[config.mk]
export PLATFORM = sky130hd
export DESIGN_NAME = optical_array_spi_command_decoder
export DESIGN_NICKNAME = d
export VERILOG_FILES = /design/src/hdl/optical_array_pkg.sv /design/src/hdl/optical_array_spi_command_decoder.sv /design/src/hdl/pixel_threshold_encoder.sv /design/src/hdl/serial_pin_sync.sv
export SDC_FILE = /design/constraint.sdc
export NUM_CORES = 1
export LEC_CHECK = 0
export BUFFER_PORTS_ARGS = -buffer_cell sky130_fd_sc_hd__buf_2
export CAP_MARGIN = 5
export CORE_MARGIN = 10
export CORE_UTILIZATION = 40
export DETAILED_ROUTE_END_ITERATION = 7
export SYNTH_ARGS = -nofsm -noshare
export SYNTH_HDL_FRONTEND = slang
export SYNTH_SLANG_ARGS = --single-unit
[constraint.sdc]
create_clock -name clk -period 4.8 [get_ports clk]
set_input_delay 0.96 -clock clk [delete_from_list [all_inputs] [get_ports clk]]
set_output_delay 0.96 -clock clk [all_outputs]
set_load 0.02 [all_outputs]
[src/hdl/optical_array_pkg.sv]
// Shared constants, types and decode functions for the optical array command decoder.
package optical_array_pkg;

  // Frame geometry: three bytes per command.
  localparam int unsigned FRAME_BYTES     = 3;
  localparam int unsigned BYTE_BITS       = 8;
  localparam logic [4:0]  FRAME_BITS      = 5'h18;
  localparam logic [4:0]  FIRST_BYTE_END  = 5'h08;
  localparam logic [4:0]  SECOND_BYTE_END = 5'h10;
  localparam logic [4:0]  BIT_COUNT_RESET = 5'h00;

  // Command token and safety weight of every valid opcode.
  localparam int unsigned TOKEN_BIT       = 7;
  localparam logic [3:0]  OPCODE_WEIGHT   = 4'h4;

  // Opcodes of the instruction set.
  localparam logic [7:0] IDLE_COMMAND                     = 8'h00;
  localparam logic [7:0] CHIP_RESET_COMMAND               = 8'hF0;
  localparam logic [7:0] THRESHOLD_READBACK_COMMAND       = 8'hD8;
  localparam logic [7:0] THRESHOLD_WRITE_COMMAND          = 8'hCC;
  localparam logic [7:0] INTEGRATION_START_COMMAND        = 8'hB8;
  localparam logic [7:0] LONG_INTEGRATION_START_COMMAND   = 8'hB4;
  localparam logic [7:0] ONE_BIT_READOUT_COMMAND          = 8'h9C;
  localparam logic [7:0] ONE_AND_HALF_BIT_READOUT_COMMAND = 8'h96;
  localparam logic [7:0] FOUR_BIT_READOUT_COMMAND         = 8'h93;
  localparam logic [7:0] EIGHT_BIT_READOUT_COMMAND        = 8'h99;
  localparam logic [7:0] STRIPE_TEST_ONE_COMMAND          = 8'hE8;
  localparam logic [7:0] STRIPE_TEST_TWO_COMMAND          = 8'hE4;
  localparam logic [7:0] STRIPE_TEST_BOTH_COMMAND         = 8'hE2;
  localparam logic [7:0] STRIPE_TEST_ZERO_COMMAND         = 8'hE1;
  localparam logic [7:0] SLEEP_COMMAND                    = 8'hC6;
  localparam logic [7:0] WAKE_COMMAND                     = 8'hC3;

  // Values after power-on or chip reset, and the counter wrap points.
  localparam logic [7:0] THRESHOLD_PAIR_RESET = 8'hB3;
  localparam logic [4:0] COUNTER_RESET        = 5'h00;
  localparam logic [4:0] COUNTER_FULL         = 5'h1F;
  localparam logic [4:0] COUNTER_WRAP         = 5'h10;
  localparam logic       USER_MODE_FLAG       = 1'b1;
  localparam logic [7:0] ZERO_BYTE            = 8'h00;

  // Decoded command kinds.
  typedef enum logic [3:0] {
    CMD_NONE, CMD_CHIP_RESET, CMD_THR_READ, CMD_THR_WRITE, CMD_INTEGRATE,
    CMD_INTEGRATE_LONG, CMD_READOUT, CMD_STRIPE, CMD_SLEEP, CMD_WAKE
  } cmd_kind_type;

  // Read-out resolution held for the pixel encoder and the converter.
  typedef enum logic [1:0] {RES_1BIT, RES_1P5BIT, RES_4BIT, RES_8BIT} resolution_type;

  // Serial frame state.
  typedef enum logic [1:0] {FRAME_IDLE, FRAME_ACTIVE, FRAME_DONE} frame_state_type;

  // Command frame as received, first byte in the top bits.
  typedef struct packed {
    logic [7:0] opcode;
    logic [7:0] param_hi;
    logic [7:0] param_lo;
  } cmd_frame_type;

  // Status header returned as the first byte of every frame.
  typedef struct packed {
    logic       awake;
    logic       reset_seen;
    logic       user_mode;
    logic [4:0] count;
  } status_header_type;

  // Synchronised pin view seen by the command logic.
  typedef struct packed {
    logic cs_n;
    logic mosi;
    logic sclk_rise;
    logic sclk_fall;
  } pin_view_type;

  // Map a first byte onto a command kind; unknown bytes give CMD_NONE.
  function automatic cmd_kind_type decode_opcode(input logic [7:0] op);
    cmd_kind_type kind;
    kind = CMD_NONE;
    if (op[TOKEN_BIT] && ($countones(op) == OPCODE_WEIGHT)) begin
      case (op)
        CHIP_RESET_COMMAND:               kind = CMD_CHIP_RESET;
        THRESHOLD_READBACK_COMMAND:       kind = CMD_THR_READ;
        THRESHOLD_WRITE_COMMAND:          kind = CMD_THR_WRITE;
        INTEGRATION_START_COMMAND:        kind = CMD_INTEGRATE;
        LONG_INTEGRATION_START_COMMAND:   kind = CMD_INTEGRATE_LONG;
        ONE_BIT_READOUT_COMMAND,
        ONE_AND_HALF_BIT_READOUT_COMMAND,
        FOUR_BIT_READOUT_COMMAND,
        EIGHT_BIT_READOUT_COMMAND:        kind = CMD_READOUT;
        STRIPE_TEST_ONE_COMMAND,
        STRIPE_TEST_TWO_COMMAND,
        STRIPE_TEST_BOTH_COMMAND,
        STRIPE_TEST_ZERO_COMMAND:         kind = CMD_STRIPE;
        SLEEP_COMMAND:                    kind = CMD_SLEEP;
        WAKE_COMMAND:                     kind = CMD_WAKE;
        default:                          kind = CMD_NONE;
      endcase
    end
    return kind;
  endfunction : decode_opcode

  // Next value of the command counter: all ones wraps to 10000, not zero.
  function automatic logic [4:0] next_count(input logic [4:0] cnt);
    logic [4:0] nxt;
    nxt = (cnt == COUNTER_FULL) ? COUNTER_WRAP : 5'(cnt + 5'h01);
    return nxt;
  endfunction : next_count

endpackage : optical_array_pkg

[src/hdl/optical_array_spi_command_decoder.sv]
// Serial command front end of the linear optical array: framing, status, thresholds.
//
// Summary of operation
// - A command is exactly three bytes: opcode byte then two parameter bytes.
// - Bit 7 clear in the first byte means no command; 0x00 is idle.
// - Three bytes are shifted back per command, the status header first.
// - Header bit 7 is 0 asleep, 1 awake; sleep C6, wake C3.
// - Header bit 6 is clear after power-on, set by the first chip reset.
// - Header bit 5 is 0 in maker test mode, 1 in user mode.
// - Header bits 4..0 count recognised commands.
// - Power-on or chip reset clears the counter to zero.
// - Counter wraps from 11111 to 10000, keeping its top bit set.
// - Only instruction set opcodes with exactly four ones are recognised.
// - Integration opcodes B8 and B4 carry a 16-bit time, high byte first.
// - Read-out opcodes 9C, 96, 93, 99 pick resolution; start and end pixels.
// - Stripe test opcodes E8, E4, E2, E1 use two zero parameter bytes.
// - Chip reset F0 restores power-up state, any time after a select gap.
// - Chip reset also ends sleep; master waits for analog wake-up.
// - 1.5-bit code: 10 above high, 00 below low, 01 between.
// - Low above high uses high for both; code LSB then stays 0.
// - 1-bit code compares with the high threshold only, no hysteresis.
// - Threshold write CC loads high and low nibbles from the second byte.
// - Thresholds reset to B and 3; master writes them only before integration.
// - Threshold read D8 returns header, threshold pair byte, zero byte.
// - Data in on rising clock, data out on falling; output driven while selected.
`timescale 1ns/1ps
module optical_array_spi_command_decoder
  import optical_array_pkg::*;
(
  // Clock and reset
  input  wire logic        clk,
  input  wire logic        rst,
  // Serial pins
  input  wire logic        sclk_pin,
  input  wire logic        cs_n_pin,
  input  wire logic        mosi_pin,
  output logic             miso_out,
  output logic             miso_oe,
  // Pixel comparison path
  input  wire logic [3:0]  pixel_level,
  output logic [1:0]       pixel_code,
  // Device state
  output logic [7:0]       threshold_pair,
  output resolution_type   resolution,
  output logic             sleep_mode,
  output logic [4:0]       command_count,
  // Command strobes and parameters
  output logic             integration_start,
  output logic             integration_long,
  output logic [15:0]      integration_time,
  output logic             readout_start,
  output logic [7:0]       start_pixel,
  output logic [7:0]       end_pixel,
  output logic             stripe_test_start,
  output logic [7:0]       stripe_test_opcode
);

  pin_view_type      pins;
  frame_state_type   state_ff;
  frame_state_type   nxt_state;
  logic [4:0]        bit_cnt_ff;
  cmd_frame_type     rx_ff;
  logic [7:0]        tx_ff;
  logic              oe_ff;
  logic              exec_ff;
  cmd_kind_type      exec_kind;
  cmd_kind_type      first_kind;
  status_header_type header;
  logic [7:0]        thr_ff;
  logic              asleep_ff;
  logic              reset_seen_ff;
  logic [4:0]        count_ff;
  resolution_type    res_ff;
  logic              int_start_ff;
  logic              int_long_ff;
  logic [15:0]       int_time_ff;
  logic              ro_start_ff;
  logic [7:0]        start_px_ff;
  logic [7:0]        end_px_ff;
  logic              stripe_ff;
  logic [7:0]        stripe_op_ff;

  // Pins cross from the master's clock into ours through two flip-flops.
  serial_pin_sync u_sync (
    .clk      (clk),
    .rst      (rst),
    .sclk_pin (sclk_pin),
    .cs_n_pin (cs_n_pin),
    .mosi_pin (mosi_pin),
    .pins     (pins)
  );

  // The 1-bit and 1.5-bit codes follow the thresholds one clock later, through the encoder's register.
  pixel_threshold_encoder u_encoder (
    .clk            (clk),
    .rst            (rst),
    .threshold_pair (thr_ff),
    .resolution     (res_ff),
    .pixel_level    (pixel_level),
    .pixel_code     (pixel_code)
  );

  // Status header as it stands when a frame opens.
  assign header.awake      = ~asleep_ff;
  assign header.reset_seen = reset_seen_ff;
  assign header.user_mode  = USER_MODE_FLAG;
  assign header.count      = count_ff;

  // Kind of the first byte while the frame is still running, and of the completed frame.
  assign first_kind = decode_opcode(rx_ff.param_lo);
  assign exec_kind  = decode_opcode(rx_ff.opcode);

  // Frame sequencing: idle until selected, active while bits arrive, done after 24 bits.
  always_comb begin
    nxt_state = state_ff;
    case (state_ff)
      FRAME_IDLE: begin
        if (!pins.cs_n) begin
          nxt_state = FRAME_ACTIVE;
        end
      end
      FRAME_ACTIVE: begin
        if (pins.cs_n) begin
          nxt_state = FRAME_IDLE;
        end else if (pins.sclk_rise && (bit_cnt_ff == FRAME_BITS - 5'h01)) begin
          nxt_state = FRAME_DONE;
        end
      end
      FRAME_DONE: begin
        if (pins.cs_n) begin
          nxt_state = FRAME_IDLE;
        end
      end
      default: nxt_state = FRAME_IDLE;
    endcase
  end

  always_ff @(posedge clk or posedge rst) begin
    if (rst) begin
      state_ff <= FRAME_IDLE;
    end else begin
      state_ff <= nxt_state;
    end
  end

  // Bit counter and receive shifter; select high clears the counter, so a chip
  // reset can always be framed even in the middle of a long read-out.
  always_ff @(posedge clk or posedge rst) begin
    if (rst) begin
      bit_cnt_ff <= BIT_COUNT_RESET;
      rx_ff      <= '0;
    end else if (pins.cs_n) begin
      bit_cnt_ff <= BIT_COUNT_RESET;
    end else if (state_ff == FRAME_ACTIVE && pins.sclk_rise) begin
      bit_cnt_ff <= 5'(bit_cnt_ff + 5'h01);
      rx_ff      <= {rx_ff[22:0], pins.mosi};
    end
  end

  // One-cycle execute pulse when the third byte is complete; short frames do nothing.
  always_ff @(posedge clk or posedge rst) begin
    if (rst) begin
      exec_ff <= 1'b0;
    end else begin
      exec_ff <= (state_ff == FRAME_ACTIVE) && !pins.cs_n && pins.sclk_rise
                 && (bit_cnt_ff == FRAME_BITS - 5'h01);
    end
  end

  // Transmit path: header preloaded on select, next bytes loaded at byte boundaries. Shifts
  // wait for the first rise: the idle-high clock's leading fall would drop the header MSB.
  always_ff @(posedge clk or posedge rst) begin
    if (rst) begin
      tx_ff <= ZERO_BYTE;
      oe_ff <= 1'b0;
    end else if (pins.cs_n) begin
      tx_ff <= ZERO_BYTE;
      oe_ff <= 1'b0;
    end else if (state_ff == FRAME_IDLE) begin
      tx_ff <= header;
      oe_ff <= 1'b1;
    end else if (pins.sclk_fall && (bit_cnt_ff != BIT_COUNT_RESET)) begin
      if (bit_cnt_ff == FIRST_BYTE_END) begin
        // Second byte: threshold pair for the read-back command, zero otherwise.
        tx_ff <= (first_kind == CMD_THR_READ) ? thr_ff : ZERO_BYTE;
      end else if (bit_cnt_ff == SECOND_BYTE_END) begin
        tx_ff <= ZERO_BYTE;
      end else begin
        tx_ff <= {tx_ff[6:0], 1'b0};
      end
    end
  end

  assign miso_out = tx_ff[7];
  assign miso_oe  = oe_ff;

  // Command counter: cleared by chip reset, stepped by every other recognised command.
  always_ff @(posedge clk or posedge rst) begin
    if (rst) begin
      count_ff <= COUNTER_RESET;
    end else if (exec_ff) begin
      if (exec_kind == CMD_CHIP_RESET) begin
        count_ff <= COUNTER_RESET;
      end else if (exec_kind != CMD_NONE) begin
        count_ff <= next_count(count_ff);
      end
    end
  end

  // Chip-reset seen flag; the master owes one chip reset after power-on.
  always_ff @(posedge clk or posedge rst) begin
    if (rst) begin
      reset_seen_ff <= 1'b0;
    end else if (exec_ff && exec_kind == CMD_CHIP_RESET) begin
      reset_seen_ff <= 1'b1;
    end
  end

  // Sleep state; chip reset wakes as well, analog settling is the master's wait.
  always_ff @(posedge clk or posedge rst) begin
    if (rst) begin
      asleep_ff <= 1'b0;
    end else if (exec_ff) begin
      if (exec_kind == CMD_SLEEP) begin
        asleep_ff <= 1'b1;
      end else if (exec_kind == CMD_WAKE || exec_kind == CMD_CHIP_RESET) begin
        asleep_ff <= 1'b0;
      end
    end
  end

  // Threshold pair: written at once, so a write during read-out shifts the codes live.
  always_ff @(posedge clk or posedge rst) begin
    if (rst) begin
      thr_ff <= THRESHOLD_PAIR_RESET;
    end else if (exec_ff) begin
      if (exec_kind == CMD_CHIP_RESET) begin
        thr_ff <= THRESHOLD_PAIR_RESET;
      end else if (exec_kind == CMD_THR_WRITE) begin
        thr_ff <= rx_ff.param_hi;
      end
    end
  end

  // Read-out resolution register, loaded by the read-out opcode.
  always_ff @(posedge clk or posedge rst) begin
    if (rst) begin
      res_ff <= RES_8BIT;
    end else if (exec_ff) begin
      if (exec_kind == CMD_CHIP_RESET) begin
        res_ff <= RES_8BIT;
      end else if (exec_kind == CMD_READOUT) begin
        case (rx_ff.opcode)
          ONE_BIT_READOUT_COMMAND:          res_ff <= RES_1BIT;
          ONE_AND_HALF_BIT_READOUT_COMMAND: res_ff <= RES_1P5BIT;
          FOUR_BIT_READOUT_COMMAND:         res_ff <= RES_4BIT;
          default:                          res_ff <= RES_8BIT;
        endcase
      end
    end
  end

  // Integration request: time taken high byte then low byte.
  always_ff @(posedge clk or posedge rst) begin
    if (rst) begin
      int_start_ff <= 1'b0;
      int_long_ff  <= 1'b0;
      int_time_ff  <= 16'h0000;
    end else begin
      int_start_ff <= 1'b0;
      if (exec_ff && exec_kind == CMD_CHIP_RESET) begin
        int_long_ff <= 1'b0;
        int_time_ff <= 16'h0000;
      end else if (exec_ff && (exec_kind == CMD_INTEGRATE ||
                               exec_kind == CMD_INTEGRATE_LONG)) begin
        int_start_ff <= 1'b1;
        int_long_ff  <= (exec_kind == CMD_INTEGRATE_LONG);
        int_time_ff  <= {rx_ff.param_hi, rx_ff.param_lo};
      end
    end
  end

  // Read-out request with its pixel window; clamping belongs to the read-out engine.
  always_ff @(posedge clk or posedge rst) begin
    if (rst) begin
      ro_start_ff <= 1'b0;
      start_px_ff <= ZERO_BYTE;
      end_px_ff   <= ZERO_BYTE;
    end else begin
      ro_start_ff <= 1'b0;
      if (exec_ff && exec_kind == CMD_CHIP_RESET) begin
        start_px_ff <= ZERO_BYTE;
        end_px_ff   <= ZERO_BYTE;
      end else if (exec_ff && exec_kind == CMD_READOUT) begin
        ro_start_ff <= 1'b1;
        start_px_ff <= rx_ff.param_hi;
        end_px_ff   <= rx_ff.param_lo;
      end
    end
  end

  // Stripe test request; the opcode itself tells which pattern to drive.
  always_ff @(posedge clk or posedge rst) begin
    if (rst) begin
      stripe_ff    <= 1'b0;
      stripe_op_ff <= ZERO_BYTE;
    end else begin
      stripe_ff <= 1'b0;
      if (exec_ff && exec_kind == CMD_CHIP_RESET) begin
        stripe_op_ff <= ZERO_BYTE;
      end else if (exec_ff && exec_kind == CMD_STRIPE) begin
        stripe_ff    <= 1'b1;
        stripe_op_ff <= rx_ff.opcode;
      end
    end
  end

  // Idle and unrecognised bytes decode to CMD_NONE, which no process above acts on.

  assign threshold_pair     = thr_ff;
  assign resolution         = res_ff;
  assign sleep_mode         = asleep_ff;
  assign command_count      = count_ff;
  assign integration_start  = int_start_ff;
  assign integration_long   = int_long_ff;
  assign integration_time   = int_time_ff;
  assign readout_start      = ro_start_ff;
  assign start_pixel        = start_px_ff;
  assign end_pixel          = end_px_ff;
  assign stripe_test_start  = stripe_ff;
  assign stripe_test_opcode = stripe_op_ff;

endmodule : optical_array_spi_command_decoder

[src/hdl/pixel_threshold_encoder.sv]
// Threshold encoder that turns a pixel level into its 1-bit or 1.5-bit output code.
`timescale 1ns/1ps
module pixel_threshold_encoder
  import optical_array_pkg::*;
(
  // Clock and reset
  input  wire logic           clk,
  input  wire logic           rst,
  // Settings
  input  wire logic [7:0]     threshold_pair,
  input  resolution_type      resolution,
  // Pixel in, code out
  input  wire logic [3:0]     pixel_level,
  output logic [1:0]          pixel_code
);

  logic [3:0] high_thr;
  logic [3:0] low_thr;
  logic [3:0] low_eff;
  logic [1:0] nxt_code;
  logic [1:0] code_ff;

  assign high_thr = threshold_pair[7:4];
  assign low_thr  = threshold_pair[3:0];
  // A low threshold above the high one collapses onto the high one.
  assign low_eff  = (low_thr > high_thr) ? high_thr : low_thr;

  // Equal levels count as not above, so with equal thresholds 01 never appears.
  always_comb begin
    nxt_code = 2'h0;
    if (resolution == RES_1P5BIT) begin
      if (pixel_level > high_thr) begin
        nxt_code = 2'h2;
      end else if (pixel_level > low_eff) begin
        nxt_code = 2'h1;
      end else begin
        nxt_code = 2'h0;
      end
    end else if (resolution == RES_1BIT) begin
      nxt_code = {1'b0, pixel_level > high_thr};
    end
  end

  // Registered so the top-level output comes from a flip-flop.
  always_ff @(posedge clk or posedge rst) begin
    if (rst) begin
      code_ff <= 2'h0;
    end else begin
      code_ff <= nxt_code;
    end
  end

  assign pixel_code = code_ff;

endmodule : pixel_threshold_encoder

[src/hdl/serial_pin_sync.sv]
// Two-stage synchroniser for the serial pins and edge finder for the serial clock.
`timescale 1ns/1ps
module serial_pin_sync
  import optical_array_pkg::*;
(
  // Clock and reset
  input  wire logic         clk,
  input  wire logic         rst,
  // Raw pins
  input  wire logic         sclk_pin,
  input  wire logic         cs_n_pin,
  input  wire logic         mosi_pin,
  // Synchronised view
  output pin_view_type      pins
);

  logic [2:0] meta_ff;
  logic [2:0] sync_ff;
  logic       sclk_last_ff;

  // Pins idle with the clock and select high; reset matches that so no edge is invented.
  always_ff @(posedge clk or posedge rst) begin
    if (rst) begin
      meta_ff      <= 3'h6;
      sync_ff      <= 3'h6;
      sclk_last_ff <= 1'b1;
    end else begin
      meta_ff      <= {sclk_pin, cs_n_pin, mosi_pin};
      sync_ff      <= meta_ff;
      sclk_last_ff <= sync_ff[2];
    end
  end

  // Only the second stage and the delayed copy feed logic.
  assign pins.cs_n      = sync_ff[1];
  assign pins.mosi      = sync_ff[0];
  assign pins.sclk_rise = sync_ff[2] & ~sclk_last_ff;
  assign pins.sclk_fall = ~sync_ff[2] & sclk_last_ff;

endmodule : serial_pin_sync

# Yosys cells after proc, flatten, opt, wreduce, memory -nomap -nowiden
# Cells that the tools add are included.
classes:
  addsub: 16
  n_mul: 0
  div_mod_pow: 0
  magnitude_cmp: 3
  n_eq_ne: 51
  shifts: 0
  mux: 50
  bitwise: 6
  reduce_logical: 39
ops:
  columns: ["op", "count"]
  rows:
  - ["equality test 8 bit (second input constant)", 30]
  - ["two-way mux 8 bit", 14]
  - ["one-hot mux 4 bit (9 select lines)", 2]
  - ["two-way mux 16 bit", 2]
  - ["two-way mux 5 bit", 5]
  - ["equality test 4 x 3 -> 1 bit (second input constant)", 6]
  - ["nonzero test 2 bit", 9]
  - ["adder 1 x 1 -> 2 bit", 8]
  - ["two-way mux 2 bit", 8]
  - ["OR reduction 4 bit", 4]
  - ["equality test 5 bit (second input constant)", 3]
  - ["two-way mux 1 bit", 14]
  - ["adder 2 x 2 -> 3 bit", 4]
  - ["greater-than comparator 4 bit", 3]
  - ["logical AND 1 bit", 12]
  - ["two-way mux 4 bit", 3]
  - ["one-hot mux 2 bit (3 select lines)", 2]
  - ["adder 5 x 1 -> 5 bit (second input constant)", 2]
  - ["AND reduction 2 bit", 5]
  - ["adder 3 x 3 -> 4 bit", 2]
  - ["equality test 4 x 2 -> 1 bit (second input constant)", 2]
  - ["equality test 4 bit (second input constant)", 2]
  - ["equality test 5 x 4 -> 1 bit (second input constant)", 1]
  - ["nonzero test 5 bit", 1]
  - ["other kinds (14)", 21]
totals:
  register_bits: 111
  latch_bits: 0
  mem_bits_rw: 0
  rom_bits: 0
  in_bits: 9
  output_inout_bits: 64
  n_memories: 0

# Depth between registers and ports, before layout
# Gate-level depths: netlist of the first run.
depth:
  depth_word: 12
  mapped_depth: 17

# Cells and area by module
# A second synthesis of the first run with hierarchy kept.
hier_totals:
  cells_unflattened: 533
  hier_area_um2: 5594.1
modules_own_cells:
  columns: ["module", "instances", "cells_each", "area_each_um2"]
  rows:
  - ["optical_array_spi_command_decoder", 1, 457, 4867.2]
  - ["pixel_threshold_encoder", 1, 64, 511.7]
  - ["serial_pin_sync", 1, 12, 215.2]

# Worst setup path after synthesis of the first run
# Ideal clock, no wire load.
synth_timing:
  kind: "reg2reg"
  from: "register rx_ff[19] in the netlist's numbering"
  to: "register stripe_op_ff[0] (netlist: stripe_test_opcode[0])"
  setup_time_ps: 121
  t_arrival_ps: 4184
  t_required_ps: 4679
  setup_slack_ps: 495
  path_stages_with_launch: 16
  path_buffers: 2
  period_less_slack_ps: 4305
  path_cell_list: "dfrtp_1 > buf_2 > buf_4 > inv_1 > fa_1 > fa_1 > fa_1 > inv_1 > ha_1 > inv_1 > fa_1 > nand3b_1 > or3b_1 > or4_4 > nor2b_4 > a22o_1"
synth_via:
  elab_chain_len: 9
synth_lines:
  columns: ["element", "line_no", "rtl"]
  rows:
  - ["start, declared", "optical_array_spi_command_decoder.sv:62", "cmd_frame_type rx_ff;"]
  - ["start signal, assigned", "optical_array_spi_command_decoder.sv:156", "rx_ff <= {rx_ff[22:0], pins.mosi};"]
  - ["adder 1 x 1 -> 2 bit (not written as such)", "optical_array_pkg.sv:81", "if (op[TOKEN_BIT] && ($countones(op) == OPCODE_WEIGHT)) begin"]
  - ["adder 2 x 2 -> 3 bit (not written as such)", "optical_array_pkg.sv:81", null]
  - ["adder 3 x 3 -> 4 bit (not written as such)", "optical_array_pkg.sv:81", null]
  - ["equality test 4 x 3 -> 1 bit", "optical_array_pkg.sv:81", null]
  - ["logical AND 1 bit", "optical_array_pkg.sv:81", null]
  - ["two-way mux 4 bit (*)", "optical_array_pkg.sv:81", null]
  - ["equality test 4 x 1 -> 1 bit or equality test 4 x 3 -> 1 bit (tied branches)", "optical_array_spi_command_decoder.sv:309, optical_array_spi_command_decoder.sv:311", null]
  - ["logical AND 1 bit, on equally long branches", "optical_array_spi_command_decoder.sv:309, optical_array_spi_command_decoder.sv:311", null]
  - ["two-way mux 8 bit or nonzero test 2 bit (tied branches)", null, null]
  - ["end signal, assigned", "optical_array_spi_command_decoder.sv:313", "stripe_op_ff <= rx_ff.opcode;"]
  - ["end, declared", "optical_array_spi_command_decoder.sv:81", "logic [7:0] stripe_op_ff;"]
# Every way passes the cells marked *; elsewhere a longest branch is shown, timed or not.
# A chain may end at the register's enable or synchronous reset.

# Final worst setup path of the first run
layout_timing:
  from: "register rx_ff[0] in the netlist's numbering"
  to: "register tx_ff[4]"
layout_via:
  elab_chain_len: 12
layout_lines:
  columns: ["element", "line_no", "rtl"]
  rows:
  - ["adder 1 x 1 -> 2 bit (not written as such)", "optical_array_pkg.sv:81", null]
  - ["adder 2 x 2 -> 3 bit (not written as such)", "optical_array_pkg.sv:81", null]
  - ["adder 3 x 3 -> 4 bit (not written as such)", "optical_array_pkg.sv:81", null]
  - ["equality test 4 x 3 -> 1 bit", "optical_array_pkg.sv:81", null]
  - ["logical AND 1 bit", "optical_array_pkg.sv:81", null]
  - ["two-way mux 4 bit (*)", "optical_array_pkg.sv:81", null]
  - ["equality test 4 x 2 -> 1 bit (*)", "optical_array_spi_command_decoder.sv:185", "tx_ff <= (first_kind == CMD_THR_READ) ? thr_ff : ZERO_BYTE;"]
  - ["two-way mux 8 bit (*)", "optical_array_spi_command_decoder.sv:185", null]
  - ["two-way mux 8 bit (*)", "optical_array_spi_command_decoder.sv:183", "if (bit_cnt_ff == FIRST_BYTE_END) begin"]
  - ["two-way mux 8 bit (*)", "optical_array_spi_command_decoder.sv:182", "end else if (pins.sclk_fall && (bit_cnt_ff != BIT_COUNT_RESET)) begin"]
  - ["two-way mux 8 bit (*)", "optical_array_spi_command_decoder.sv:179", "end else if (state_ff == FRAME_IDLE) begin"]
  - ["two-way mux 8 bit (*)", "optical_array_spi_command_decoder.sv:176", "end else if (pins.cs_n) begin"]
  - ["end signal, assigned", "optical_array_spi_command_decoder.sv:180", "tx_ff <= header;"]
  - ["end signal, assigned", "optical_array_spi_command_decoder.sv:185", null]
  - ["end signal, assigned", "optical_array_spi_command_decoder.sv:189", "tx_ff <= {tx_ff[6:0], 1'b0};"]
  - ["end, declared", "optical_array_spi_command_decoder.sv:63", "logic [7:0] tx_ff;"]
# Every way passes the cells marked *; elsewhere a longest branch is shown, timed or not. The select of a mux whose other input is x is not followed.

==> results.py, run 1 <==
metrics = {
    "outcome": {
        "status": "finished clean",
    },
    "synthesis": {
        "synth_xor_area_frac": 0.01435,
        "synthMuxAreaShare": 0.05445,
        "synth_area_leaders": "dfrtp_1 (45%), ha_1 (5.9%), dfstp_2 (5.7%)",
        "synth_fa_ha_area_frac": 0.08840,
        "synth-main-ff-cell": "dfrtp_1",
        "synth_compound_area_frac": 0.1577,
        "synth_top_cell_area_share": 0.4511,
        "synth.most_common_cell": "dfrtp_1",
        "yosys_warnings": 0,
        "synthesis.nets": 530,
        "synth_cells": 487,
        "postSynthAreaPerCell_sq_um": 11.28,
        "synth_top_family_by_area": "compound AO/OA/AOI/OAI gates",
        "synthSimpleGateAreaFrac": 0.1306,
        "async_flop_share": 1.000,
        "syn_area_sq_um": 5492,
        "ys_seq_elements": 111,
        "synth-edff-count": 0,
        "ys_types": 63,
        "yosysTopAreaCell": "dfrtp_1",
        "ys_seq_area_frac": 0.5085,
        "yosys-top-cells-count": "dfrtp_1 (99), inv_1 (43), a22o_1 (36)",
    },
    "die": {
        "start_util": 0.4114,
        "fp.dieH_microns": 137.2,
        "die_w_microns": 137.2,
        "rows": 42,
        "pin_count": 73,
        "coreArea_sq_um": 13350,
        "dieArea_sq_um": 18820,
    },
    "finish": {
        "multi_input_area_sq_um": 2451,
        "instances_no_fill": 741,
        "drive_above_1_share": 0.2442,
        "nFillCells": 1263,
        "syn_to_final_growth_pct": 15.42,
        "register_area_sq_um": 2793,
        "nNetsFinal": 603,
        "antenna_cells": 0,
    },
    "min_path": {
        "hold_depth": 0,
        "hold_class": "reg2reg",
    },
    "clock_network": {
        "htree_levels": 3,
        "cts_setup_buffers": 0,
        "root_buffer": "clkbuf_16",
        "cts_sinks": 111,
        "cts_made_buffers": 9,
        "ctsResizeCount": 0,
        "clk_pin_slew_worst_paths_ps": 80,
        "cts-hold-fix-buffers": 0,
        "cts_tree": "yes",
        "clockBufferDepth": 2,
        "insertion_delay_ps": 360,
    },
    "sta": {
        "report.final.slew_viol_count": 0,
        "rsz0062_at_grt": "false",
        "period_needed_ps": 4452,
        "timing.fmax_ghz": 0.2246,
        "final.setup.tns_ps": 0,
        "clock_skew_ps": 8.637,
        "fin_crit_sh": 0.9276,
        "slew_headroom": 0.4881,
        "hold_viol_final": 0,
        "setup_violations": 0,
        "worstMarginPinSlew_ps": 767.9,
    },
    "grt": {
        "grt_usage": 0.1447,
        "grt_max_degree": 64,
        "antenna_found_initial": 0,
        "grt_pass1_vias": 4063,
        "grt_pass1_wl_microns": 21580,
        "grt_remaining_overflow": 0,
    },
    "pwr": {
        "power_density_nw_per_um2": 288.3,
        "power_frac_comb": 0.074,
        "leakage_nw": 3.071,
        "seqPwrFrac": 0.536,
        "swShare": 0.2494,
        "p_sw_mw": 0.4557,
        "p_clk_frac": 0.390,
        "p_int_mw": 1.372,
        "peakVddDrop_v": 0.0001585,
    },
    "drt": {
        "ant_nets": 0,
        "drc": 0,
        "vias_per_cell": 5.404,
        "wirelength_microns": 13150,
        "dr.pass1.iters": 5,
        "wire_per_inst_microns": 17.75,
        "drt_iter0_drc": 295,
        "vias": 4004,
    },
    "critical_path": {
        "worstSetupPathType": "reg2reg",
        "r2r.worst_path.cells": 14,
        "cp.required_ps": 5070,
        "cp_max_fo": 8,
        "worst_setup_path_start_kind": "flop",
        "arrival_ps": 4720,
        "endpoint_kind": "flop",
    },
    "place": {
        "hpwl_microns": 9681,
        "placedCellCount": 725,
        "globalplace.congestion": 0.8983,
        "buffer_ports.inserted": 72,
    },
    "job": {
        "maxCapViolCount": 0,
    },
}
[placed cells by master (no fill, tap or decap), drive strengths merged, types with 10 or more instances in the layout]
| cell type | n |
|---|---|
| inv | 46 |
| buf | 81 |
| dfrtp | 99 |
| dfstp | 12 |
| mux2 | 13 |
| a22o | 36 |
| nor2 | 25 |
| o21ai | 30 |
| nand2 | 36 |
| ha | 26 |
| mux2i | 13 |
| clkbuf | 10 |
[worst paths after layout]
path                                              from                           endpoint  slack, ps
setup / recovery                  rx_ff[0]$_DFFE_PP0P_               tx_ff[4]$_DFFE_PP0P_        350
hold / removal             u_sync.meta_ff[1]$_DFF_PP1_        u_sync.sync_ff[1]$_DFF_PP1_        360
setup reg to reg                  rx_ff[0]$_DFFE_PP0P_               tx_ff[4]$_DFFE_PP0P_        350
hold reg to reg            u_sync.meta_ff[1]$_DFF_PP1_        u_sync.sync_ff[1]$_DFF_PP1_        360
max in group asynchronous                          rst  stripe_test_opcode[4]$_DFFE_PP0P_       3190
min in group asynchronous                          rst   integration_time[10]$_DFFE_PP0P_        740
[worst max-delay path, cell delays in order (launching register included)]
cell and delay [ps]:
dfrtp_1 390, inv_1 100, fa_1 560, fa_1 430, fa_1 440, inv_1 70
ha_1 160, inv_1 60, fa_1 490, nand4b_1 90, or4_1 450, a2111oi_4 600
a221o_1 270, o21ai_0 80, o22ai_1 160
[power by group through the flow]
stage	combinational, mW	clock (mW)	sequential (mW)
3_5_place_dp	0.136	0	0.996
4_1_cts	0.137	0.729	0.979
6_report	0.135	0.713	0.979
3_3_place_gp	0.127	0	0.996
5_1_grt	0.156	0.771	0.983
2_1_floorplan	0.0996	0	0.990
[layer usage]
metal | share of wire | track usage | up-vias
li1 | - | - | 1882
met1 | 0.46 | 0.1904 | 2022
met2 | 0.47 | 0.2230 | 86
met3 | 0.058 | 0.04297 | 14
met4 | 0.013 | 0.04859 | 0
met5 | 0 | 0 | -
[cell type report]
type,count,share of cell area
Inverter,43,0.02586
Timing Repair Buffer,81,0.06751
Multi-Input combinational cell,314,0.3867
Clock buffer,10,0.03612
Sequential cell,111,0.4406
Clock inverter,6,0.008488
Tap cell,176,0.03474
[sequential cells by signal, indices dropped and copies added (netlist names), 2 cells and up]
register	cells
start_pixel	8
u_encoder.pixel_code	2
integration_time	16
u_sync.meta_ff	3
u_sync.sync_ff	3
end_pixel	8
bit_cnt_ff	5
state_ff	2
command_count	5
stripe_test_opcode	8
tx_ff	8
rx_ff	24
threshold_pair	8
resolution	2
[cell families after synthesis]
| group | after synthesis |
|---|---|
| buffers and inverters | 62 |
| adder cells (fa/ha/maj) | 34 |
| AND/OR/NAND/NOR | 130 |
| multiplexers | 27 |
| flip-flops | 111 |
| AO/OA/AOI/OAI | 114 |
| XOR/XNOR | 9 |
[per-stage QoR]
step	util	cell area (sq um)	power (mW)	hold WS, ps	worst slack [ps]
floorplan	-	5492	1.090	331.2	495.4
global placement	0.4537	6056	1.123	334.1	484.5
detailed placement	0.4537	6056	1.132	339.3	374.5
CTS	0.4749	6339	1.845	357.2	348.7
global route	0.4749	6339	1.910	358.7	163.5
finish	0.4749	6339	1.827	356.2	347.7
(Power assumes the default switching activity.)
==> run 2: changes to the inputs <==
Settings changed: REMOVE_ABC_BUFFERS set to 1.
Clock period 4.8 ns to 5 ns, I/O delays scaled along.
==> results.py, run 2 (synthesis results as in run 1) <==
metrics = {
    "outcome": {
        "status": "finished clean",
    },
    "drt": {
        "drt_iter0_drc": 255,
        "ant_nets": 0,
        "wirelength_microns": 12640,
        "dr.pass1.iters": 4,
        "drc": 0,
        "vias_per_cell": 5.369,
        "vias": 3962,
        "wire_per_inst_microns": 17.13,
    },
    "sta": {
        "rsz0062_at_grt": "false",
        "hold_viol_final": 0,
        "slew_headroom": 0.3259,
        "final.setup.tns_ps": 0,
        "timing.fmax_ghz": 0.2195,
        "setup_slack_ps": 443.7,
        "setup_violations": 0,
        "report.final.slew_viol_count": 0,
        "clock_skew_ps": 13.23,
        "period_needed_ps": 4556,
        "fin_crit_sh": 0.9113,
        "worstMarginPinSlew_ps": 1011,
        "whs_ps": 355.6,
    },
    "finish": {
        "final_cell_mix": "dfrtp_1 (99), buf_2 (72), inv_1 (42)",
        "antenna_cells": 0,
        "drive_above_1_share": 0.2420,
        "final_common_cell": "dfrtp_1",
        "largest_register_ff_count": 24,
        "nNetsFinal": 600,
        "largest_register": "rx_ff",
        "syn_to_final_growth_pct": 15.77,
        "instances_no_fill": 738,
    },
    "place": {
        "pre_cts_ws_ps": 456.6,
        "placedCellCount": 722,
        "buffer_ports.inserted": 72,
        "hpwl_microns": 9276,
        "globalplace.congestion": 0.8483,
    },
    "die": {
        "fp.dieH_microns": 137.2,
        "die_w_microns": 137.2,
        "pin_count": 73,
        "dieArea_sq_um": 18820,
        "start_util": 0.4114,
        "rows": 42,
        "coreArea_sq_um": 13350,
    },
    "critical_path": {
        "arrival_ps": 4800,
        "endpoint_kind": "flop",
        "worst_setup_path_start_kind": "flop",
        "cp_max_fo": 16,
        "worstSetupPathType": "reg2reg",
        "cp.required_ps": 5240,
    },
    "clock_network": {
        "clk_pin_slew_worst_paths_ps": 80,
        "htree_levels": 3,
        "insertion_delay_ps": 360,
        "clockBufferDepth": 2,
        "cts_tree": "yes",
        "ctsResizeCount": 0,
        "root_buffer": "clkbuf_16",
        "cts_sinks": 111,
        "cts_made_buffers": 9,
        "cts-hold-fix-buffers": 0,
        "cts_setup_buffers": 0,
    },
    "pwr": {
        "peakVddDrop_v": 0.0002179,
        "total_power_mw": 1.842,
        "power_density_nw_per_um2": 289.8,
        "leakage_nw": 3.082,
    },
    "grt": {
        "gr-usage-met2": 0.2182,
        "busiest_layer": "met2",
        "grt_max_degree": 85,
        "grt_pass1_wl_microns": 21030,
        "grt_usage": 0.1387,
        "grt_pass1_vias": 3992,
        "met3_usage": 0.02294,
        "antenna_found_initial": 0,
        "grt_remaining_overflow": 0,
        "met1_usage": 0.1855,
    },
    "min_path": {
        "hold_class": "reg2reg",
    },
    "job": {
        "maxCapViolCount": 0,
    },
}
[run 2: cell types whose count changed in the layout (fill, tap and decap cells not counted), sizes merged]
| cell | delta |
|---|---|
| clkbuf | -1 |
| clkinvlp | -2 |
| clkinv | +2 |
| bufinv | +1 |
| buf | -3 |
[run 2: stage by stage]
stage,util,instance area (sq um)
after floorplan,-,5400
after global placement,0.4520,6033
after detailed placement,0.4520,6033
after CTS,0.4763,6357
after global routing,0.4763,6357
final,0.4763,6357
[run 2: layout make-up]
| cell class | count | area, sq um |
|---|---|---|
| Fill cell | 1245 | 6990 |
| Sequential cell | 111 | 2793 |
| Clock inverter | 7 | 98.84 |
| Inverter | 43 | 163.9 |
| Timing Repair Buffer | 78 | 405.4 |
| Tap cell | 176 | 220.2 |
| Clock buffer | 9 | 225.2 |
| Multi-Input combinational cell | 314 | 2451 |
[run 2: per-layer routing]
| layer | up-vias | part of all wire |
|---|---|---|
| li1 | 1867 | - |
| met1 | 2010 | 0.45 |
| met2 | 73 | 0.48 |
| met3 | 12 | 0.048 |
| met4 | 0 | 0.017 |
| met5 | - | 0 |
[run 2: path summary, 6_finish.rpt]
kind / start / end / slack [ps] / depth (start not counted)
setup / recovery: rx_ff[19]$_DFFE_PP0P_ / stripe_test_opcode[0]$_DFFE_PP0P_ / 440 / 13
hold / removal: u_sync.meta_ff[0]$_DFF_PP0_ / u_sync.sync_ff[0]$_DFF_PP0_ / 360 / 0
setup reg to reg: rx_ff[19]$_DFFE_PP0P_ / stripe_test_opcode[0]$_DFFE_PP0P_ / 440 / 13
hold reg to reg: u_sync.meta_ff[0]$_DFF_PP0_ / u_sync.sync_ff[0]$_DFF_PP0_ / 360 / 0
max in group asynchronous: rst / resolution[0]$_DFFE_PP1P_ / 3130 / 3
min in group asynchronous: rst / integration_time[3]$_DFFE_PP0P_ / 890 / 2
[run 2: critical path, cell delays in order, from the launching register on]
cell and delay [ps]:
dfrtp_1 630, inv_1 170, fa_1 480, fa_1 510, fa_1 400, inv_1 60
ha_1 150, inv_1 50, fa_1 470, nand3b_1 130, or3b_1 440, or4_4 580
nor2b_4 170, a22o_1 190
[run 2: power by group]
part | leakage (nW) | total (mW) | internal, mW | switching [mW]
Combinational | 1.44 | 0.127 | 0.0503 | 0.0764
Clock | 0.154 | 0.776 | 0.405 | 0.371
Sequential | 1.49 | 0.939 | 0.918 | 0.0212
Total | 3.08 | 1.84 | 1.37 | 0.469
